### src/verilog/spbr_pkg.sv
// Constants and carrier types of the serial bus PHY register bank
// Overview of operation
// - Sixteen registers: fixed base, paged 8h-Fh
// - Eight pages map onto addresses 8h-Fh
// - Page selector lives in base register 7h
// - Base fields identical on every page
// - Reserved registers and fields read zero
// - Pages two through six read zero
// - Node identifier invalid from bus reset
// - Self-ID done sends register 0 status
// - Root clears on reset, set if root
// - Cable power bit mirrors sense input
// - Root holdoff survives bus resets only
// - Long request starts 166 us reset
// - Ongoing link traffic finishes before reset
// - Long request clears on any reset
// - Gap count drives arbitration gap timing
// - Gap updated by write or PHY_CONFIG
// - Gap 3Fh after hardware or double reset
// - Extended indicator reads 111b always
// - Port count follows two-port strap
// - Speed capability reads 010b always
// - Repeater delay field reads one
// - Interrupt flags reset zero except cable power drop (one), write-one clear
// - Short request starts 1.3 us reset
package spbr_pkg;
	// ****************************************************
	// Timing
	// ****************************************************
	localparam int CLK_PERIOD_NS   = 4;
	localparam int LONG_RESET_US   = 166;
	localparam int LONG_RESET_CYC  =
		(LONG_RESET_US * 1000 + CLK_PERIOD_NS - 1) / CLK_PERIOD_NS;
	localparam int SHORT_RESET_NS  = 1300;
	localparam int SHORT_RESET_CYC =
		(SHORT_RESET_NS + CLK_PERIOD_NS - 1) / CLK_PERIOD_NS;
	localparam int RST_CNT_W       = 16;
	// ****************************************************
	// Register indices; byte address is index times four
	// ****************************************************
	localparam logic [3:0] IDX_NODE  = 4'h0;
	localparam logic [3:0] IDX_GAP   = 4'h1;
	localparam logic [3:0] IDX_PORTS = 4'h2;
	localparam logic [3:0] IDX_SPEED = 4'h3;
	localparam logic [3:0] IDX_LINK  = 4'h4;
	localparam logic [3:0] IDX_INTR  = 4'h5;
	localparam logic [3:0] IDX_RSVD  = 4'h6;
	localparam logic [3:0] IDX_PAGE  = 4'h7;
	localparam int         ADDR_W    = 8;
	// ****************************************************
	// Field positions (byte bit 0 is field position 0)
	// ****************************************************
	localparam int NODE_LSB  = 2;
	localparam int ROOT_BIT  = 1;
	localparam int CPS_BIT   = 0;
	localparam int RHB_BIT   = 7;
	localparam int LBR_BIT   = 6;
	localparam int LCTL_BIT  = 7;
	localparam int CONT_BIT  = 6;
	localparam int RES_BIT   = 7;
	localparam int SBR_BIT   = 6;
	localparam int CTO_BIT   = 5;
	localparam int CPD_BIT   = 4;
	localparam int STO_BIT   = 3;
	localparam int PEV_BIT   = 2;
	localparam int EAA_BIT   = 1;
	localparam int EMC_BIT   = 0;
	localparam int PAGE_LSB  = 5;
	// ****************************************************
	// Fixed values and reset values
	// ****************************************************
	localparam logic [2:0] EXT_VAL     = 3'h7;
	localparam logic [2:0] SPEED_VAL   = 3'h2;
	localparam logic [3:0] DELAY_VAL   = 4'h1;
	localparam logic [2:0] JITTER_VAL  = 3'h0;
	localparam logic [3:0] PORTS_TWO   = 4'h2;
	localparam logic [3:0] PORTS_ONE   = 4'h1;
	localparam logic [5:0] GAP_RESET   = 6'h3F;
	localparam logic       LCTL_RESET  = 1'h1;
	localparam logic       CPD_RESET   = 1'h1;
	localparam logic [2:0] PAGE_RSV_LO = 3'h2;
	localparam logic [2:0] PAGE_RSV_HI = 3'h6;
	localparam logic [2:0] PAGE_LAST   = 3'h7;
	// ****************************************************
	// Carriers
	// ****************************************************
	typedef struct packed {
		logic       busResetSeen; // Bus reset seen on cable
		logic       rootWon;      // Tree-ID made us root
		logic       selfIdDone;   // Self-ID finished
		logic [5:0] selfId;       // Address from self-ID
		logic       phyCfgValid;  // PHY_CONFIG with gap
		logic [5:0] phyCfgGap;    // Gap from that packet
		logic       linkBusy;     // Receive or transmit
		logic       cfgTimeout;   // Config time-out
		logic       stateTimeout; // State time-out
		logic       portEvent;    // Port status change
		logic       resumeStart;  // Resume began on a port
	} spbr_evt_t;
	typedef struct packed {
		logic       linkActive;
		logic       contender;
		logic [2:0] powerClass;
		logic       rootHoldoff;
		logic [5:0] gapCount;
		logic       resumeEnable;
		logic       arbAccel;
		logic       multispeed;
		logic [3:0] portSelect;
		logic       nodeIdValid;
	} spbr_ctrl_t;
	typedef struct packed {
		logic longReq;  // Long reset wanted
		logic shortReq; // Short reset wanted
		logic linkBusy; // Traffic in progress
	} spbr_rstreq_t;
endpackage : spbr_pkg

### src/verilog/spbr_reset_engine.sv
// Bus reset engine timing long and short resets
`timescale 1ns/1ns
module spbr_reset_engine #(
	parameter int LONG_CYCLES = spbr_pkg::LONG_RESET_CYC
) (
	input  wire logic                 clk,
	input  wire logic                 rstn,
	input  wire spbr_pkg::spbr_rstreq_t req,
	output logic                      active,
	output logic                      isLong,
	output logic                      startPulse
);
	typedef enum logic [1:0] {
		ST_IDLE  = 2'b01,
		ST_DRIVE = 2'b10
	} spbr_eng_t;
	spbr_eng_t                        state_reg; // Engine state
	logic [spbr_pkg::RST_CNT_W-1:0]   cnt_reg;   // Cycles left
	logic                             go;        // Start now

	// Wait for traffic to end before starting
	// defer while busy
	assign go = (req.longReq | req.shortReq) & ~req.linkBusy;

	// ****************************************************
	// Sequencer
	// ****************************************************
	// Drive reset for the chosen duration
	always_ff @(posedge clk or negedge rstn)
	begin
		if (!rstn)
		begin
			state_reg  <= ST_IDLE;
			cnt_reg    <= '0;
			isLong     <= 1'b0;
			startPulse <= 1'b0;
		end
		else
		begin
			startPulse <= 1'b0;
			unique case (state_reg)
				ST_IDLE:
				begin
					if (go)
					begin
						state_reg  <= ST_DRIVE;
						startPulse <= 1'b1;
						isLong     <= req.longReq;
						cnt_reg    <= req.longReq ?
							spbr_pkg::RST_CNT_W'(LONG_CYCLES - 1) :
							spbr_pkg::RST_CNT_W'(
							spbr_pkg::SHORT_RESET_CYC - 1);
					end
				end
				ST_DRIVE:
				begin
					if (cnt_reg == '0)
						state_reg <= ST_IDLE;
					else
						cnt_reg <= cnt_reg - 1'b1;
				end
			endcase
		end
	end

	// Drive level is the one-hot drive bit, straight from the flop
	assign active = state_reg[1];
endmodule : spbr_reset_engine

### src/verilog/spbr_page_store.sv
// Byte storage behind the non-reserved register pages
`timescale 1ns/1ns
module spbr_page_store (
	input  wire logic       clk,
	input  wire logic       rstn,
	input  wire logic       wrEn,
	input  wire logic [1:0] slot,
	input  wire logic [2:0] idx,
	input  wire logic [7:0] wrData,
	output logic      [7:0] rdData
);
	localparam int ENTRIES = 24; // Three pages of eight
	logic [7:0] mem_reg [ENTRIES]; // Page bytes
	logic [4:0] sel;               // Flat entry index

	assign sel = {slot, idx};

	// ****************************************************
	// Storage
	// ****************************************************
	// One flop byte per entry, written by index
	for (genvar i = 0; i < ENTRIES; i++)
	begin : g_ent
		always_ff @(posedge clk or negedge rstn)
		begin
			if (!rstn)
				mem_reg[i] <= 8'h00;
			else if (wrEn && sel == 5'(i))
				mem_reg[i] <= wrData;
		end
	end

	// Read by index; unused slot reads zero
	assign rdData = (sel < 5'(ENTRIES)) ? mem_reg[sel] : 8'h00;
endmodule : spbr_page_store

### src/verilog/spbr_top.sv
// Serial bus PHY register bank with APB slave
//
// The APB interface to the registers was decided locally.
`timescale 1ns/1ns
module spbr_top #(
	parameter int LONG_CYCLES = spbr_pkg::LONG_RESET_CYC
) (
	input  wire logic                 clk,
	input  wire logic                 resetn,
	input  wire logic                 psel,
	input  wire logic                 penable,
	input  wire logic                 pwrite,
	input  wire logic [7:0]           paddr,
	input  wire logic [31:0]          pwdata,
	input  wire logic [3:0]           pstrb,
	output logic      [31:0]          prdata,
	output logic                      pready,
	output logic                      pslverr,
	input  wire logic                 cablePowerSense,
	input  wire logic                 twoPortStrap,
	input  wire logic                 contenderStrap,
	input  wire logic [2:0]           powerClassStrap,
	input  wire spbr_pkg::spbr_evt_t  evt,
	output spbr_pkg::spbr_ctrl_t      ctrl,
	output logic                      busResetDrive,
	output logic                      busResetLong,
	output logic                      statusXfer,
	output logic      [7:0]           statusData
);
	// ****************************************************
	// Reset release
	// ****************************************************
	logic rstMeta_reg; // First sync stage
	logic rstn_reg;    // Released reset

	// Release asynchronous reset through two flops
	always_ff @(posedge clk or negedge resetn)
	begin
		if (!resetn)
		begin
			rstMeta_reg <= 1'b0;
			rstn_reg    <= 1'b0;
		end
		else
		begin
			rstMeta_reg <= 1'b1;
			rstn_reg    <= rstMeta_reg;
		end
	end

	// ****************************************************
	// State
	// ****************************************************
	logic [5:0] nodeId_reg;    // Node address
	logic       idValid_reg;   // Address valid
	logic       root_reg;      // Root flag
	logic       holdoff_reg;   // Root holdoff
	logic       longReq_reg;   // Long reset request
	logic       shortReq_reg;  // Short reset request
	logic [5:0] gap_reg;       // Gap count
	logic       noUpd_reg;     // Reset seen, no update
	logic       linkAct_reg;   // Link active control
	logic       contend_reg;   // Contender
	logic [2:0] pwr_reg;       // Power class
	logic       strapDone_reg; // Straps captured
	logic       resEn_reg;     // Resume event enable
	logic       cfgTo_reg;     // Config time-out flag
	logic       cpDrop_reg;    // Cable power drop flag
	logic       stTo_reg;      // State time-out flag
	logic       portEv_reg;    // Port event flag
	logic       eaa_reg;       // Arb acceleration
	logic       emc_reg;       // Multispeed concat
	logic [2:0] page_reg;      // Page selector
	logic [3:0] port_reg;      // Port selector
	logic       cpsPrev_reg;   // Last cable power level
	logic       ready_reg;     // APB ready
	logic [7:0] rdata_reg;     // APB read byte
	logic       err_reg;       // APB error
	logic       xfer_reg;      // Status transfer strobe
	logic [7:0] xdata_reg;     // Status transfer byte

	// ****************************************************
	// Bus decode
	// ****************************************************
	logic       badAddr;  // Outside map or misaligned
	logic [3:0] idx;      // Register index
	logic       wrFire;   // Write takes effect now
	logic [7:0] wd;       // Written byte
	logic       busReset; // Any bus reset
	logic       engStart; // Own reset started
	logic       engAct;   // Own reset driving
	logic       engLong;  // Own reset is long
	logic [7:0] pageRd;   // Paged store read
	logic [7:0] rdVal;    // Selected read byte
	logic       pagedHit; // Access to 8h-Fh
	logic       pageRsv;  // Reserved page chosen
	logic [1:0] slot;     // Store slot of page
	logic       w;        // Write to index

	assign idx     = paddr[5:2];
	assign badAddr = (paddr[7:6] != 2'h0) ||
		(paddr[1:0] != 2'h0);
	assign wd      = pwdata[7:0];
	// Write lands at the completing edge only
	assign wrFire  = psel & penable & ready_reg & pwrite &
		~badAddr & pstrb[0];
	assign busReset = evt.busResetSeen | engStart;

	assign pagedHit = idx[3];
	assign pageRsv  = (page_reg >= spbr_pkg::PAGE_RSV_LO) &&
		(page_reg <= spbr_pkg::PAGE_RSV_HI);
	assign slot = (page_reg == spbr_pkg::PAGE_LAST) ? 2'h2 :
		{1'b0, page_reg[0]};

	// ****************************************************
	// Read mux
	// ****************************************************
	// Assemble the addressed byte
	always_comb
	begin
		rdVal = 8'h00;
		if (pagedHit)
			rdVal = pageRsv ? 8'h00 : pageRd;
		else
		begin
			unique case (idx)
				spbr_pkg::IDX_NODE:
				begin
					rdVal[7:spbr_pkg::NODE_LSB] = nodeId_reg;
					rdVal[spbr_pkg::ROOT_BIT]   = root_reg;
					rdVal[spbr_pkg::CPS_BIT] = cablePowerSense;
				end
				spbr_pkg::IDX_GAP:
					rdVal = {holdoff_reg, longReq_reg, gap_reg};
				spbr_pkg::IDX_PORTS:
					rdVal = {spbr_pkg::EXT_VAL, 1'b0,
						twoPortStrap ? spbr_pkg::PORTS_TWO :
						spbr_pkg::PORTS_ONE};
				spbr_pkg::IDX_SPEED:
					rdVal = {spbr_pkg::SPEED_VAL, 1'b0,
						spbr_pkg::DELAY_VAL};
				spbr_pkg::IDX_LINK:
					rdVal = {linkAct_reg, contend_reg,
						spbr_pkg::JITTER_VAL, pwr_reg};
				spbr_pkg::IDX_INTR:
					rdVal = {resEn_reg, shortReq_reg, cfgTo_reg,
						cpDrop_reg, stTo_reg, portEv_reg,
						eaa_reg, emc_reg};
				spbr_pkg::IDX_PAGE:
					rdVal = {page_reg, 1'b0, port_reg};
				default:
					rdVal = 8'h00;
			endcase
		end
	end

	// ****************************************************
	// APB slave
	// ****************************************************
	// One wait state; error and zero for unmapped
	always_ff @(posedge clk or negedge rstn_reg)
	begin
		if (!rstn_reg)
		begin
			ready_reg <= 1'b0;
			rdata_reg <= 8'h00;
			err_reg   <= 1'b0;
		end
		else
		begin
			ready_reg <= psel & penable & ~ready_reg;
			if (psel && penable && !ready_reg)
			begin
				rdata_reg <= badAddr ? 8'h00 : rdVal;
				err_reg   <= badAddr;
			end
			else
			begin
				rdata_reg <= 8'h00;
				err_reg   <= 1'b0;
			end
		end
	end

	assign w = wrFire & ~pagedHit;

	// ****************************************************
	// Node identity and root
	// ****************************************************
	// Capture address and send status on self-ID
	always_ff @(posedge clk or negedge rstn_reg)
	begin
		if (!rstn_reg)
		begin
			nodeId_reg  <= 6'h00;
			idValid_reg <= 1'b0;
			xfer_reg    <= 1'b0;
			xdata_reg   <= 8'h00;
		end
		else
		begin
			xfer_reg <= 1'b0;
			if (evt.selfIdDone)
			begin
				nodeId_reg  <= evt.selfId;
				idValid_reg <= 1'b1;
				xfer_reg    <= 1'b1;
				xdata_reg   <= {evt.selfId, root_reg,
					cablePowerSense};
			end
			else if (busReset)
				idValid_reg <= 1'b0;
		end
	end

	// Root flag, set wins over bus reset clear
	always_ff @(posedge clk or negedge rstn_reg)
	begin
		if (!rstn_reg)
			root_reg <= 1'b0;
		else if (evt.rootWon)
			root_reg <= 1'b1;
		else if (busReset)
			root_reg <= 1'b0;
	end

	// ****************************************************
	// Register 1: holdoff, long request, gap
	// ****************************************************
	// Root holdoff survives bus reset
	always_ff @(posedge clk or negedge rstn_reg)
	begin
		if (!rstn_reg)
			holdoff_reg <= 1'b0;
		else if (w && idx == spbr_pkg::IDX_GAP)
			holdoff_reg <= wd[spbr_pkg::RHB_BIT];
	end

	// Long request cleared by any bus reset
	always_ff @(posedge clk or negedge rstn_reg)
	begin
		if (!rstn_reg)
			longReq_reg <= 1'b0;
		else if (busReset)
			longReq_reg <= 1'b0;
		else if (w && idx == spbr_pkg::IDX_GAP)
			longReq_reg <= wd[spbr_pkg::LBR_BIT];
	end

	// Gap count and its double-reset fallback
	always_ff @(posedge clk or negedge rstn_reg)
	begin
		if (!rstn_reg)
		begin
			gap_reg   <= spbr_pkg::GAP_RESET;
			noUpd_reg <= 1'b0;
		end
		else if (w && idx == spbr_pkg::IDX_GAP)
		begin
			gap_reg   <= wd[5:0];
			noUpd_reg <= 1'b0;
		end
		else if (evt.phyCfgValid)
		begin
			gap_reg   <= evt.phyCfgGap;
			noUpd_reg <= 1'b0;
		end
		else if (busReset)
		begin
			if (noUpd_reg)
				gap_reg <= spbr_pkg::GAP_RESET;
			noUpd_reg <= 1'b1;
		end
	end

	// ****************************************************
	// Register 4: link, contender, power class
	// ****************************************************
	// Straps load once after reset, then software owns
	always_ff @(posedge clk or negedge rstn_reg)
	begin
		if (!rstn_reg)
		begin
			linkAct_reg   <= spbr_pkg::LCTL_RESET;
			contend_reg   <= 1'b0;
			pwr_reg       <= 3'h0;
			strapDone_reg <= 1'b0;
		end
		else if (!strapDone_reg)
		begin
			contend_reg   <= contenderStrap;
			pwr_reg       <= powerClassStrap;
			strapDone_reg <= 1'b1;
		end
		else if (w && idx == spbr_pkg::IDX_LINK)
		begin
			linkAct_reg <= wd[spbr_pkg::LCTL_BIT];
			contend_reg <= wd[spbr_pkg::CONT_BIT];
			pwr_reg     <= wd[2:0];
		end
	end

	// ****************************************************
	// Register 5: enables and flags
	// ****************************************************
	logic w5; // Write to register 5
	assign w5 = w && idx == spbr_pkg::IDX_INTR;

	// Plain enables and short reset request
	always_ff @(posedge clk or negedge rstn_reg)
	begin
		if (!rstn_reg)
		begin
			resEn_reg    <= 1'b0;
			eaa_reg      <= 1'b0;
			emc_reg      <= 1'b0;
			shortReq_reg <= 1'b0;
		end
		else
		begin
			if (w5)
			begin
				resEn_reg <= wd[spbr_pkg::RES_BIT];
				eaa_reg   <= wd[spbr_pkg::EAA_BIT];
				emc_reg   <= wd[spbr_pkg::EMC_BIT];
			end
			if (busReset)
				shortReq_reg <= 1'b0;
			else if (w5)
				shortReq_reg <= wd[spbr_pkg::SBR_BIT];
		end
	end

	// Sticky flags, write one clears, set wins
	always_ff @(posedge clk or negedge rstn_reg)
	begin
		if (!rstn_reg)
		begin
			cfgTo_reg   <= 1'b0;
			stTo_reg    <= 1'b0;
			portEv_reg  <= 1'b0;
			cpDrop_reg  <= spbr_pkg::CPD_RESET;
			cpsPrev_reg <= 1'b0;
		end
		else
		begin
			cpsPrev_reg <= cablePowerSense;
			cfgTo_reg <= (cfgTo_reg &
				~(w5 & wd[spbr_pkg::CTO_BIT])) | evt.cfgTimeout;
			stTo_reg <= (stTo_reg &
				~(w5 & wd[spbr_pkg::STO_BIT])) | evt.stateTimeout;
			portEv_reg <= (portEv_reg &
				~(w5 & wd[spbr_pkg::PEV_BIT])) | evt.portEvent |
				(evt.resumeStart & resEn_reg);
			cpDrop_reg <= (cpDrop_reg &
				~(w5 & wd[spbr_pkg::CPD_BIT])) |
				(cpsPrev_reg & ~cablePowerSense);
		end
	end

	// ****************************************************
	// Register 7: page and port select
	// ****************************************************
	// Page choice steers the window
	always_ff @(posedge clk or negedge rstn_reg)
	begin
		if (!rstn_reg)
		begin
			page_reg <= 3'h0;
			port_reg <= 4'h0;
		end
		else if (w && idx == spbr_pkg::IDX_PAGE)
		begin
			page_reg <= wd[7:spbr_pkg::PAGE_LSB];
			port_reg <= wd[3:0];
		end
	end

	// ****************************************************
	// Submodules
	// ****************************************************
	// Paged window storage; reserved pages not written
	spbr_page_store u_page (
		.clk    (clk),
		.rstn   (rstn_reg),
		.wrEn   (wrFire & pagedHit & ~pageRsv),
		.slot   (slot),
		.idx    (idx[2:0]),
		.wrData (wd),
		.rdData (pageRd)
	);

	// Bus reset engine fed by requests
	spbr_reset_engine #(
		.LONG_CYCLES (LONG_CYCLES)
	) u_eng (
		.clk        (clk),
		.rstn       (rstn_reg),
		.req        ('{longReq: longReq_reg,
			shortReq: shortReq_reg, linkBusy: evt.linkBusy}),
		.active     (engAct),
		.isLong     (engLong),
		.startPulse (engStart)
	);

	// ****************************************************
	// Outputs
	// ****************************************************
	assign prdata        = {24'h000000, rdata_reg};
	assign pready        = ready_reg;
	assign pslverr       = err_reg;
	assign busResetDrive = engAct;
	assign busResetLong  = engLong;
	assign statusXfer    = xfer_reg;
	assign statusData    = xdata_reg;
	assign ctrl = '{linkActive: linkAct_reg,
		contender: contend_reg, powerClass: pwr_reg,
		rootHoldoff: holdoff_reg, gapCount: gap_reg,
		resumeEnable: resEn_reg, arbAccel: eaa_reg,
		multispeed: emc_reg, portSelect: port_reg,
		nodeIdValid: idValid_reg};
endmodule : spbr_top

### config.mk
export PLATFORM = sky130hd
export DESIGN_NAME = spbr_top
export DESIGN_NICKNAME = d
export VERILOG_FILES = /design/src/verilog/spbr_pkg.sv /design/src/verilog/spbr_reset_engine.sv /design/src/verilog/spbr_page_store.sv /design/src/verilog/spbr_top.sv
export SDC_FILE = /design/constraint.sdc
export NUM_CORES = 1
export LEC_CHECK = 0
export ABC_AREA = 1
export BUFFER_PORTS_ARGS = -buffer_cell sky130_fd_sc_hd__buf_2
export CELL_PAD_IN_SITES_DETAIL_PLACEMENT = 0
export CELL_PAD_IN_SITES_GLOBAL_PLACEMENT = 2
export CORE_MARGIN = 5
export CORE_UTILIZATION = 25
export DETAILED_ROUTE_END_ITERATION = 8
export PLACE_DENSITY_LB_ADDON = 0.12
export SYNTH_ARGS = -nofsm -noshare
export SYNTH_HDL_FRONTEND = slang
export SYNTH_SLANG_ARGS = --single-unit
### constraint.sdc
create_clock -name clk -period 7.71 [get_ports clk]
set_input_delay 0.3855 -clock clk [delete_from_list [all_inputs] [get_ports clk]]
set_output_delay 0.3855 -clock clk [all_outputs]
set_load 0.01 [all_outputs]
# Word-level counts from Yosys, hierarchy flattened
# Index checks and enable logic that the tools add are counted.
# word_totals
reg_bits	272
latchBits	0
ramBits	0
rom_bits	0
inputBits	76
out_inout_bits	65
memories	0
# op_classes
add_sub_neg	1
n_mul	0
n_div	0
magnitude_cmp	4
eq_ne	36
shift	0
mux	40
n_bitwise	38
reduce_logical	49
# op_table
cell	count
8-bit two-way mux	7
8-bit one-hot mux with 7 select lines	1
16-bit two-way mux	3
8-bit binary-select mux with 5-bit select	1
5-bit by 4-bit equality test with 1-bit output (second input constant)	8
5-bit equality test (second input constant)	8
16-bit one-hot mux with 2 select lines	1
1-bit logical AND	31
6-bit two-way mux	4
1-bit bitwise AND	20
5-bit by 3-bit equality test with 1-bit output (second input constant)	4
16-bit logical NOT	1
1-bit two-way mux	16
16-bit by 1-bit subtractor with 16-bit output (second input constant)	1
4-bit by 3-bit equality test with 1-bit output (second input constant)	3
2-bit nonzero test	6
5-bit by 2-bit equality test with 1-bit output (second input constant)	2
1-bit inverter	10
2-bit AND reduction	5
4-bit by 2-bit equality test with 1-bit output (second input constant)	2
2-bit two-way mux	4
1-bit OR	7
6-bit greater-or-equal comparator (second input constant)	1
3-bit two-way mux	2
17 further kinds	20

# Depth between registers and ports, before layout
# Gate-level depths: netlist (run 1).
# depth
ltp_word	12
mapped_depth	12

# Modules after synthesis
# From an unflattened synthesis (run 1), not the netlist that was laid out.
# unflattened
hier_cells	1726
area_unflattened_um2	13497.9
# by_module_without_submodules
mod	n_inst	cells_each	area_per_inst_um2
spbr_page_store	1	1145	9171.3
spbr_top	1	393	2995.4
spbr_reset_engine	1	188	1331.3

# Least setup slack after synthesis (run 1)
# No wires, ideal clock.
# synth_timing
kind	input port to flip-flop
start	input port paddr[3]
end	register u_page.mem_reg[110] in the netlist's numbering
setup_time_ps	135
arrival_time_ps	1689
required_ps	7575
setup_slack_ps	5887
cell_stages	8
n_path_buf	3
path_cell_list	buf_2 > inv_1 > nor2_1 > clkbuf_1 > nand3_1 > clkbuf_1 > nand2_1 > o21ai_0
# synth_via
elab_chain_cells	2
# synth_rtl
item	line	source
start, declared	spbr_top.sv:13	input wire logic [7:0] paddr,
5-bit by 4-bit equality test with 1-bit output	spbr_page_store.sv:28	else if (wrEn && sel == 5'(i))
1-bit logical AND	spbr_page_store.sv:28	
end signal, assigned by index	spbr_page_store.sv:29	mem_reg[i] <= wrData;
end, declared	spbr_page_store.sv:13	logic [7:0] mem_reg [ENTRIES];
# Every way passes these cells.
# A chain may end at the register's enable or synchronous reset.

# Final worst setup path (run 1)
# layout_timing
start	register page_reg[1]
end	register u_page.mem_reg[111] in the netlist's numbering
# layout_via
elab_chain_cells	5
word_cells_on_any_way	9
cone_classes	order compare (2); eq/ne (2); mux (1); bitwise (2); reduce/logical (2)
# layout_rtl
item	line	source
start, declared	spbr_top.sv:73	logic [2:0] page_reg;
start signal, assigned	spbr_top.sv:374	page_reg <= wd[7:spbr_pkg::PAGE_LSB];
3-bit by 2-bit greater-or-equal comparator with 1-bit output or 3-bit <= comparator (tied branches)	spbr_top.sv:110, spbr_top.sv:111	
1-bit logical AND	spbr_top.sv:110	assign pageRsv = (page_reg >= spbr_pkg::PAGE_RSV_LO) &&
1-bit inverter	spbr_top.sv:386	.wrEn (wrFire & pagedHit & ~pageRsv),
1-bit bitwise AND	spbr_top.sv:386	
1-bit logical AND (*)	spbr_page_store.sv:28	
# Every way passes the cells marked *; elsewhere a longest branch is shown, timed or not.

==> metrics.cfg, run 1 <==
[clocking]
cts_tree=built
clk_latency_ps=560
max-clock-path-buffers=3
htreeDepth=2
clk_pin_slew_ps=60
clock-sinks=266
numCtsBuffers=37
root_buffer=clkbuf_16
post_cts_buffers=0

[route]
drt-pass1-iter-count=5
avgRoutedWirePerCell_um=17.9
via_per_inst=4.39
num_vias=10800
drt_iter0_markers=645
finalWirelength_mm=44.0
detail-route-antenna-nets=0
drc=0

[final_layout]
nNetsFinal=1831
fillers=5715
drive_gt1_share_pct=11.8
antenna_cells=0
flow.area_growth_from_synthesis_pct=16.5
seqCellArea_um2=6670
largest_reg_flops=192
multi_input_area_um2=5470

[yosys]
yosysWarnings=0
yosysMostFrequentCell=nand2_1
synth-main-ff-cell=dfrtp_1
synth-async-reset-ratio_pct=100
yosysSeqAreaShare_pct=51.2
synth.distinct_cells=40
syn_avg_cell_area_um2=7.70
yosys.area.top_type=dfrtp_1
yosys-top-cells-area=dfrtp_1, nand2_1, o21ai_0
synth_area_um2=13000
syn_inst=1693
netlist.area_leader.share_pct=49.4
synth_edf_count=0
ys_ff_latch=266
yosys-top-cells-count=nand2_1, dfrtp_1, o21ai_0

[die]
boundaryPins=141
die_area_um2=56800
core_area_um2=51500
initial_core_util_pct=25.3
chipHeight_um=238
num_rows=83
die_w_um=238

[sta]
hold_viol_final=0
finalWorstSetupSlack_ps=4660
period_minus_slack_ps=3050
tns_ps=0
slew_headroom_pct=30.0
finalCritPeriodShare_pct=39.6
worst_pin_slew_ps=1050
grt_setup_unrepaired=false
report.final.slew_viol_count=0
fmax_ghz=0.327
finalSetupViolations=0
clock_skew_ps=24.8

[global_routing]
grt_pass1_wl_mm=67.5
grt_max_degree=151
antenna_found_initial=2
grt_pass1_vias=10700
grt-ovfl-total=0
gr-usage-all-layers_pct=15.4

[setup_path]
cp.required_ps=8170
cp-end-kind=flip-flop
path_max_fanout=25
critPathArrivalTime_ps=3510
path_class=flip-flop to flip-flop
start_kind=flip-flop

[job]
drv_cap=0

[min_path]
hp-class=input port to flip-flop

[pwr]
static-leakage-power_nw=7.61
peakVddDrop_v=0.000128
powerDensity_nw_per_um2=236

[place]
gp_congestion=0.732
io_buffers=89
dp_slack_ps=4450
hpwl_mm=26.7

[outcome]
outcome=finished clean

[layer usage]
layer	vias to the layer above	global-route usage (%)	part of all wire, %
li1	5441	-	-
met1	5150	21.8	48
met2	157	24.9	47
met3	47	2.06	3.1
met4	0	4.16	2.0
met5	-	0	0
[worst max-delay path, stage by stage (launching register included)]
cell     delay (ps)
dfrtp_1         410
nand2_1         120
nor2_4           90
buf_4           350
inv_4           130
o21ai_0         100
nand2_1         120
nor2_4          110
buf_4           520
nand3_1         640
o21ai_0         360
[through the flow]
stage	util [%]	instance area, um2	hold WS, ps	std cells	power, mW
finish	29.5	15200	51.2	2460	3.58
global route	29.5	15200	27.3	2460	3.77
CTS	29.5	15200	15.9	2460	3.67
detailed placement	27.0	13900	172	2391	1.87
global placement	27.0	13900	171	2391	1.87
floorplan	-	13100	89.9	1717	1.74
[report_power, final]
| group | internal, mW | switching (mW) |
|---|---|---|
| clock network | 1.08 | 0.668 |
| logic | 0.102 | 0.236 |
| registers | 1.45 | 0.0481 |
| total | 2.63 | 0.953 |
[path summary, 6_finish.rpt]
| kind | from | end | slack [ps] | cells after the start |
|---|---|---|---|---|
| worst max-delay path | page_reg[1] | u_page.mem_reg[111] | 4660 | 10 |
| worst min-delay path | evt[3] | cfgTo_reg | 50 | 3 |
| worst max register to register | page_reg[1] | u_page.mem_reg[111] | 4660 | 10 |
| worst min register to register | rstMeta_reg | rstn_reg | 340 | 0 |
| max in group asynchronous | rstn_reg | u_page.mem_reg[61] | 5870 | 1 |
| min in group asynchronous | resetn | rstn_reg | 130 | 2 |
[layout by cell type (no fill, tap or decap), drive strengths merged]
cell / netlist / layout
o21ai: 257 / 257
conb: 2 / 26
nand3b: 1 / 1
o2111ai: 2 / 2
a22o: 1 / 1
dfstp: 9 / 9
o21bai: 2 / 2
buf: 63 / 110
nand2: 775 / 775
or2: 5 / 5
clkbuf: 53 / 57
inv: 82 / 84
nor2: 80 / 80
o22ai: 4 / 4
nor4: 1 / 1
bufinv: 0 / 2
dfrtp: 257 / 257
a22oi: 2 / 2
o211a: 1 / 1
nand4: 9 / 9
nor3: 4 / 4
a21oi: 22 / 22
o211ai: 2 / 2
dlygate4sd3: 0 / 3
clkinv: 1 / 6
ha: 2 / 2
o31ai: 1 / 1
o221ai: 2 / 2
nand3: 50 / 50
xor2: 3 / 3
[cell type report]
type                       count  share of cell area (%)
inverter                      83                    2.07
clock buffer                  57                    7.47
clock inverter                 9                   0.676
tap                          680                    5.60
sequential                   266                    43.9
timing repair buffer         113                    4.25
multi-input combinational   1252                    36.0
[timing repair]
action	4_1_cts	5_1_grt
hold endpoints to repair	4	0
hold buffers	3	0
gates resized for setup	0	0
[logic make-up after synthesis]
kind of cell	share of synthesized area, %
buf+inv	7.60
fa+ha+maj	0.192
other cells	0.0576
flops	51.2
compound gates	11.7
xor+xnor	0.202
simple gates	29.1
(Power assumes the default switching activity.)
==> inputs of run 2 (changes only) <==
==> constraint.sdc (replaced) <==
create_clock -name clk -period 2.7 [get_ports clk]
set_input_delay 0.135 -clock clk [delete_from_list [all_inputs] [get_ports clk]]
set_output_delay 0.135 -clock clk [all_outputs]
set_load 0.01 [all_outputs]
==> run 2 against run 1 <==
Compared with the run above:
- critical path depth is 2 lower
- global-route usage about the same
- cell area up 3.6%
- sequential cell count did not move
- utilization is 1.1 points higher
- critical endpoint is now u_page.mem_reg[29]
- count of clock-buffer cells in the layout fell by 2
- combinational power rose to 3.0 times the previous value
- sequential power grew to 2.9 times the previous value
- first-iteration DRC count grew 20%
- worst setup slack lost 4300 ps
- register-to-register slack worse by 4300 ps
- highest routed layer unchanged
- clock power rose to 2.6 times the previous value
==> metrics.cfg, run 2 (same netlist as run 1, synthesis figures left out) <==
[setup_path]
crit_chain=nand2_1 > nor2_4 > inv_4 > o21ai_0 > nand2_1 > nor2_4 > nand3_1 > o21ai_0
r2r-start=page_reg[1]
cp-startpoint=page_reg[1]
crit_buf_inv=1  ; -2
start_kind=flip-flop
r2r_slack_ps=390  ; -4260 ps
path_class=flip-flop to flip-flop
cp-end-kind=flip-flop
slowest_delay_ps=530  ; -110 ps
critPathArrivalTime_ps=2740  ; -770 ps
cp.required_ps=3130  ; -5040 ps
path_delay_family=simple AND/OR/NAND/NOR gates
path_max_fanout=16  ; -36%
crit_path_top_delay_cell=nand3_1

[place]
dpl_cell_area_um2=14200  ; +1.9%
hpwl_mm=29.2  ; +9.4%
io_buffers=89  ; unchanged
gp_congestion=0.760  ; +3.9%
dp.cells=2416  ; +1.0%

[route]
dr_wl_met2_mm=20.3  ; -1.6%
drc=0  ; unchanged
dr.max_layer_used=met4
detail-route-antenna-nets=0  ; unchanged
drt_iter0_markers=771  ; +20%
via_per_inst=4.34  ; -1.0%
drt-pass1-iter-count=5  ; unchanged
finalWirelength_mm=44.0  ; about the same
dr_wl_met3_mm=1.39  ; +2.5%
num_vias=10900  ; +1.4%
avgRoutedWirePerCell_um=17.5  ; -2.4%
drt-met1-wl_mm=21.7  ; +2.5%

[die]
die_w_um=238  ; unchanged
initial_core_util_pct=25.3  ; unchanged
die_area_um2=56800  ; unchanged
boundaryPins=141  ; unchanged
chipHeight_um=238  ; unchanged
num_rows=83  ; unchanged
core_area_um2=51500  ; unchanged

[sta]
hold_ws_ps=78.6  ; +27.4 ps
finalSetupViolations=0  ; unchanged
period_minus_slack_ps=2310  ; -748 ps
report.final.slew_viol_count=0  ; unchanged
clock_skew_ps=12.3  ; -12.5 ps
finalCritPeriodShare_pct=85.4  ; +46 points
worst_pin_slew_ps=717  ; -331 ps
slew_headroom_pct=52.2  ; +22 points
tns_ps=0  ; unchanged
grt_setup_unrepaired=false
hold_viol_final=0  ; unchanged
fmax_ghz=0.434  ; +32%

[final_layout]
drive_gt1_share_pct=12.4  ; +0.59 points
fillers=5698  ; -0.30%
nNetsFinal=1895  ; +3.5%
seqCellArea_um2=6670  ; unchanged
antenna_cells=0  ; unchanged
flow.area_growth_from_synthesis_pct=20.8
stdcell_area_um2=15700  ; +3.6%
multi_input_area_um2=5470  ; about the same
layout_commonest_cell=nand2_1
largest_reg_flops=192  ; unchanged
stdcell_count=2520  ; +2.4%
final_cell_mix=nand2_1, dfrtp_1, o21ai_0

[pwr]
total_power_mw=9.93  ; +180%
pwr-share-clk_pct=46.5  ; -2.2 points
combPwrFrac_pct=10.4  ; +1.0 points
static-leakage-power_nw=7.86  ; +3.3%
seq_power_share_pct=43.1  ; +1.3 points
swShare_pct=26.5  ; -0.038 points
p_sw_mw=2.64  ; +180%
intPower_mw=7.30  ; +180%
powerDensity_nw_per_um2=631  ; +170%
peakVddDrop_v=0.000319  ; +150%

[clocking]
clk_pin_slew_ps=50  ; about the same
htreeDepth=2  ; unchanged
clock-sinks=266  ; unchanged
post_cts_buffers=0  ; unchanged
max-clock-path-buffers=3  ; unchanged
clk_latency_ps=540  ; -20 ps
numCtsBuffers=36  ; -2.7%
cts_tree=built
root_buffer=clkbuf_16

[global_routing]
grt_pass1_vias=11000  ; +3.4%
grt-ovfl-total=0  ; unchanged
grt_pass1_wl_mm=68.4  ; +1.3%
gr-usage-all-layers_pct=15.4  ; +0.031 points
antenna_found_initial=1  ; -1
grt_max_degree=52  ; -66%

[job]
drv_cap=0  ; unchanged

[min_path]
holdCritStartpoint=evt[11]
hp-class=input port to flip-flop

[outcome]
outcome=finished clean

## run 2: cell count changes in the layout (fill, tap and decap cells not counted), sizes merged
cell	delta
bufinv	-1
dlygate4sd3	+40
buf	+25
inv	-2
clkbuf	-2
## run 2: final timing paths
kind,endpoint,cells past startpoint
worst max-delay path,u_page.mem_reg[29],8
worst max register to register,u_page.mem_reg[29],8
max in group asynchronous,cpDrop_reg,1
worst min-delay path,noUpd_reg,3
min in group asynchronous,u_page.mem_reg[118],0
worst min register to register,rstn_reg,0
## run 2: final cells by class
class	count	area share (%)
clock buffer	55	6.76
clock inverter	6	0.350
inverter	83	2.00
multi-input combinational	1252	34.8
sequential	266	42.4
tap	680	5.41
timing repair buffer	178	8.32
## run 2: worst register-to-register path, cell delays in order, from the launching register on
cell and delay [ps]:
dfrtp_1 400, nand2_1 120, nor2_4 130, inv_4 80
o21ai_0 80, nand2_1 120, nor2_4 400, nand3_1 540
o21ai_0 340
## run 2: metrics by stage
stage | worst slack (ps) | utilization (%)
4_1_cts | 224 | 30.5
3_5_place_dp | 135 | 27.5
3_3_place_gp | 193 | 27.5
5_1_grt | 124 | 30.5
6_report | 393 | 30.5
2_1_floorplan | 40.5 | -
## run 2: per-layer routing
metal	up-vias	GRT usage, %
li1	5551	-
met2	127	24.8
met3	44	2.08
met5	-	0
met4	0	3.32
met1	5221	22.3
## run 2: power groups by stage
stage                     Combinational (mW)  Sequential, mW  Clock (mW)
final                                   1.03            4.28        4.62
after CTS                               1.06            4.29        4.82
after global placement                  1.00            4.35           0
after floorplan                        0.605            4.37           0
after detailed placement                1.01            4.35           0
after global routing                    1.20            4.31        4.97
## run 2: repair_timing
action                     CTS  global route
hold buffers                43             0
setup endpoints to repair    0             2
hold endpoints to repair    32             0
gates resized for setup      0             1
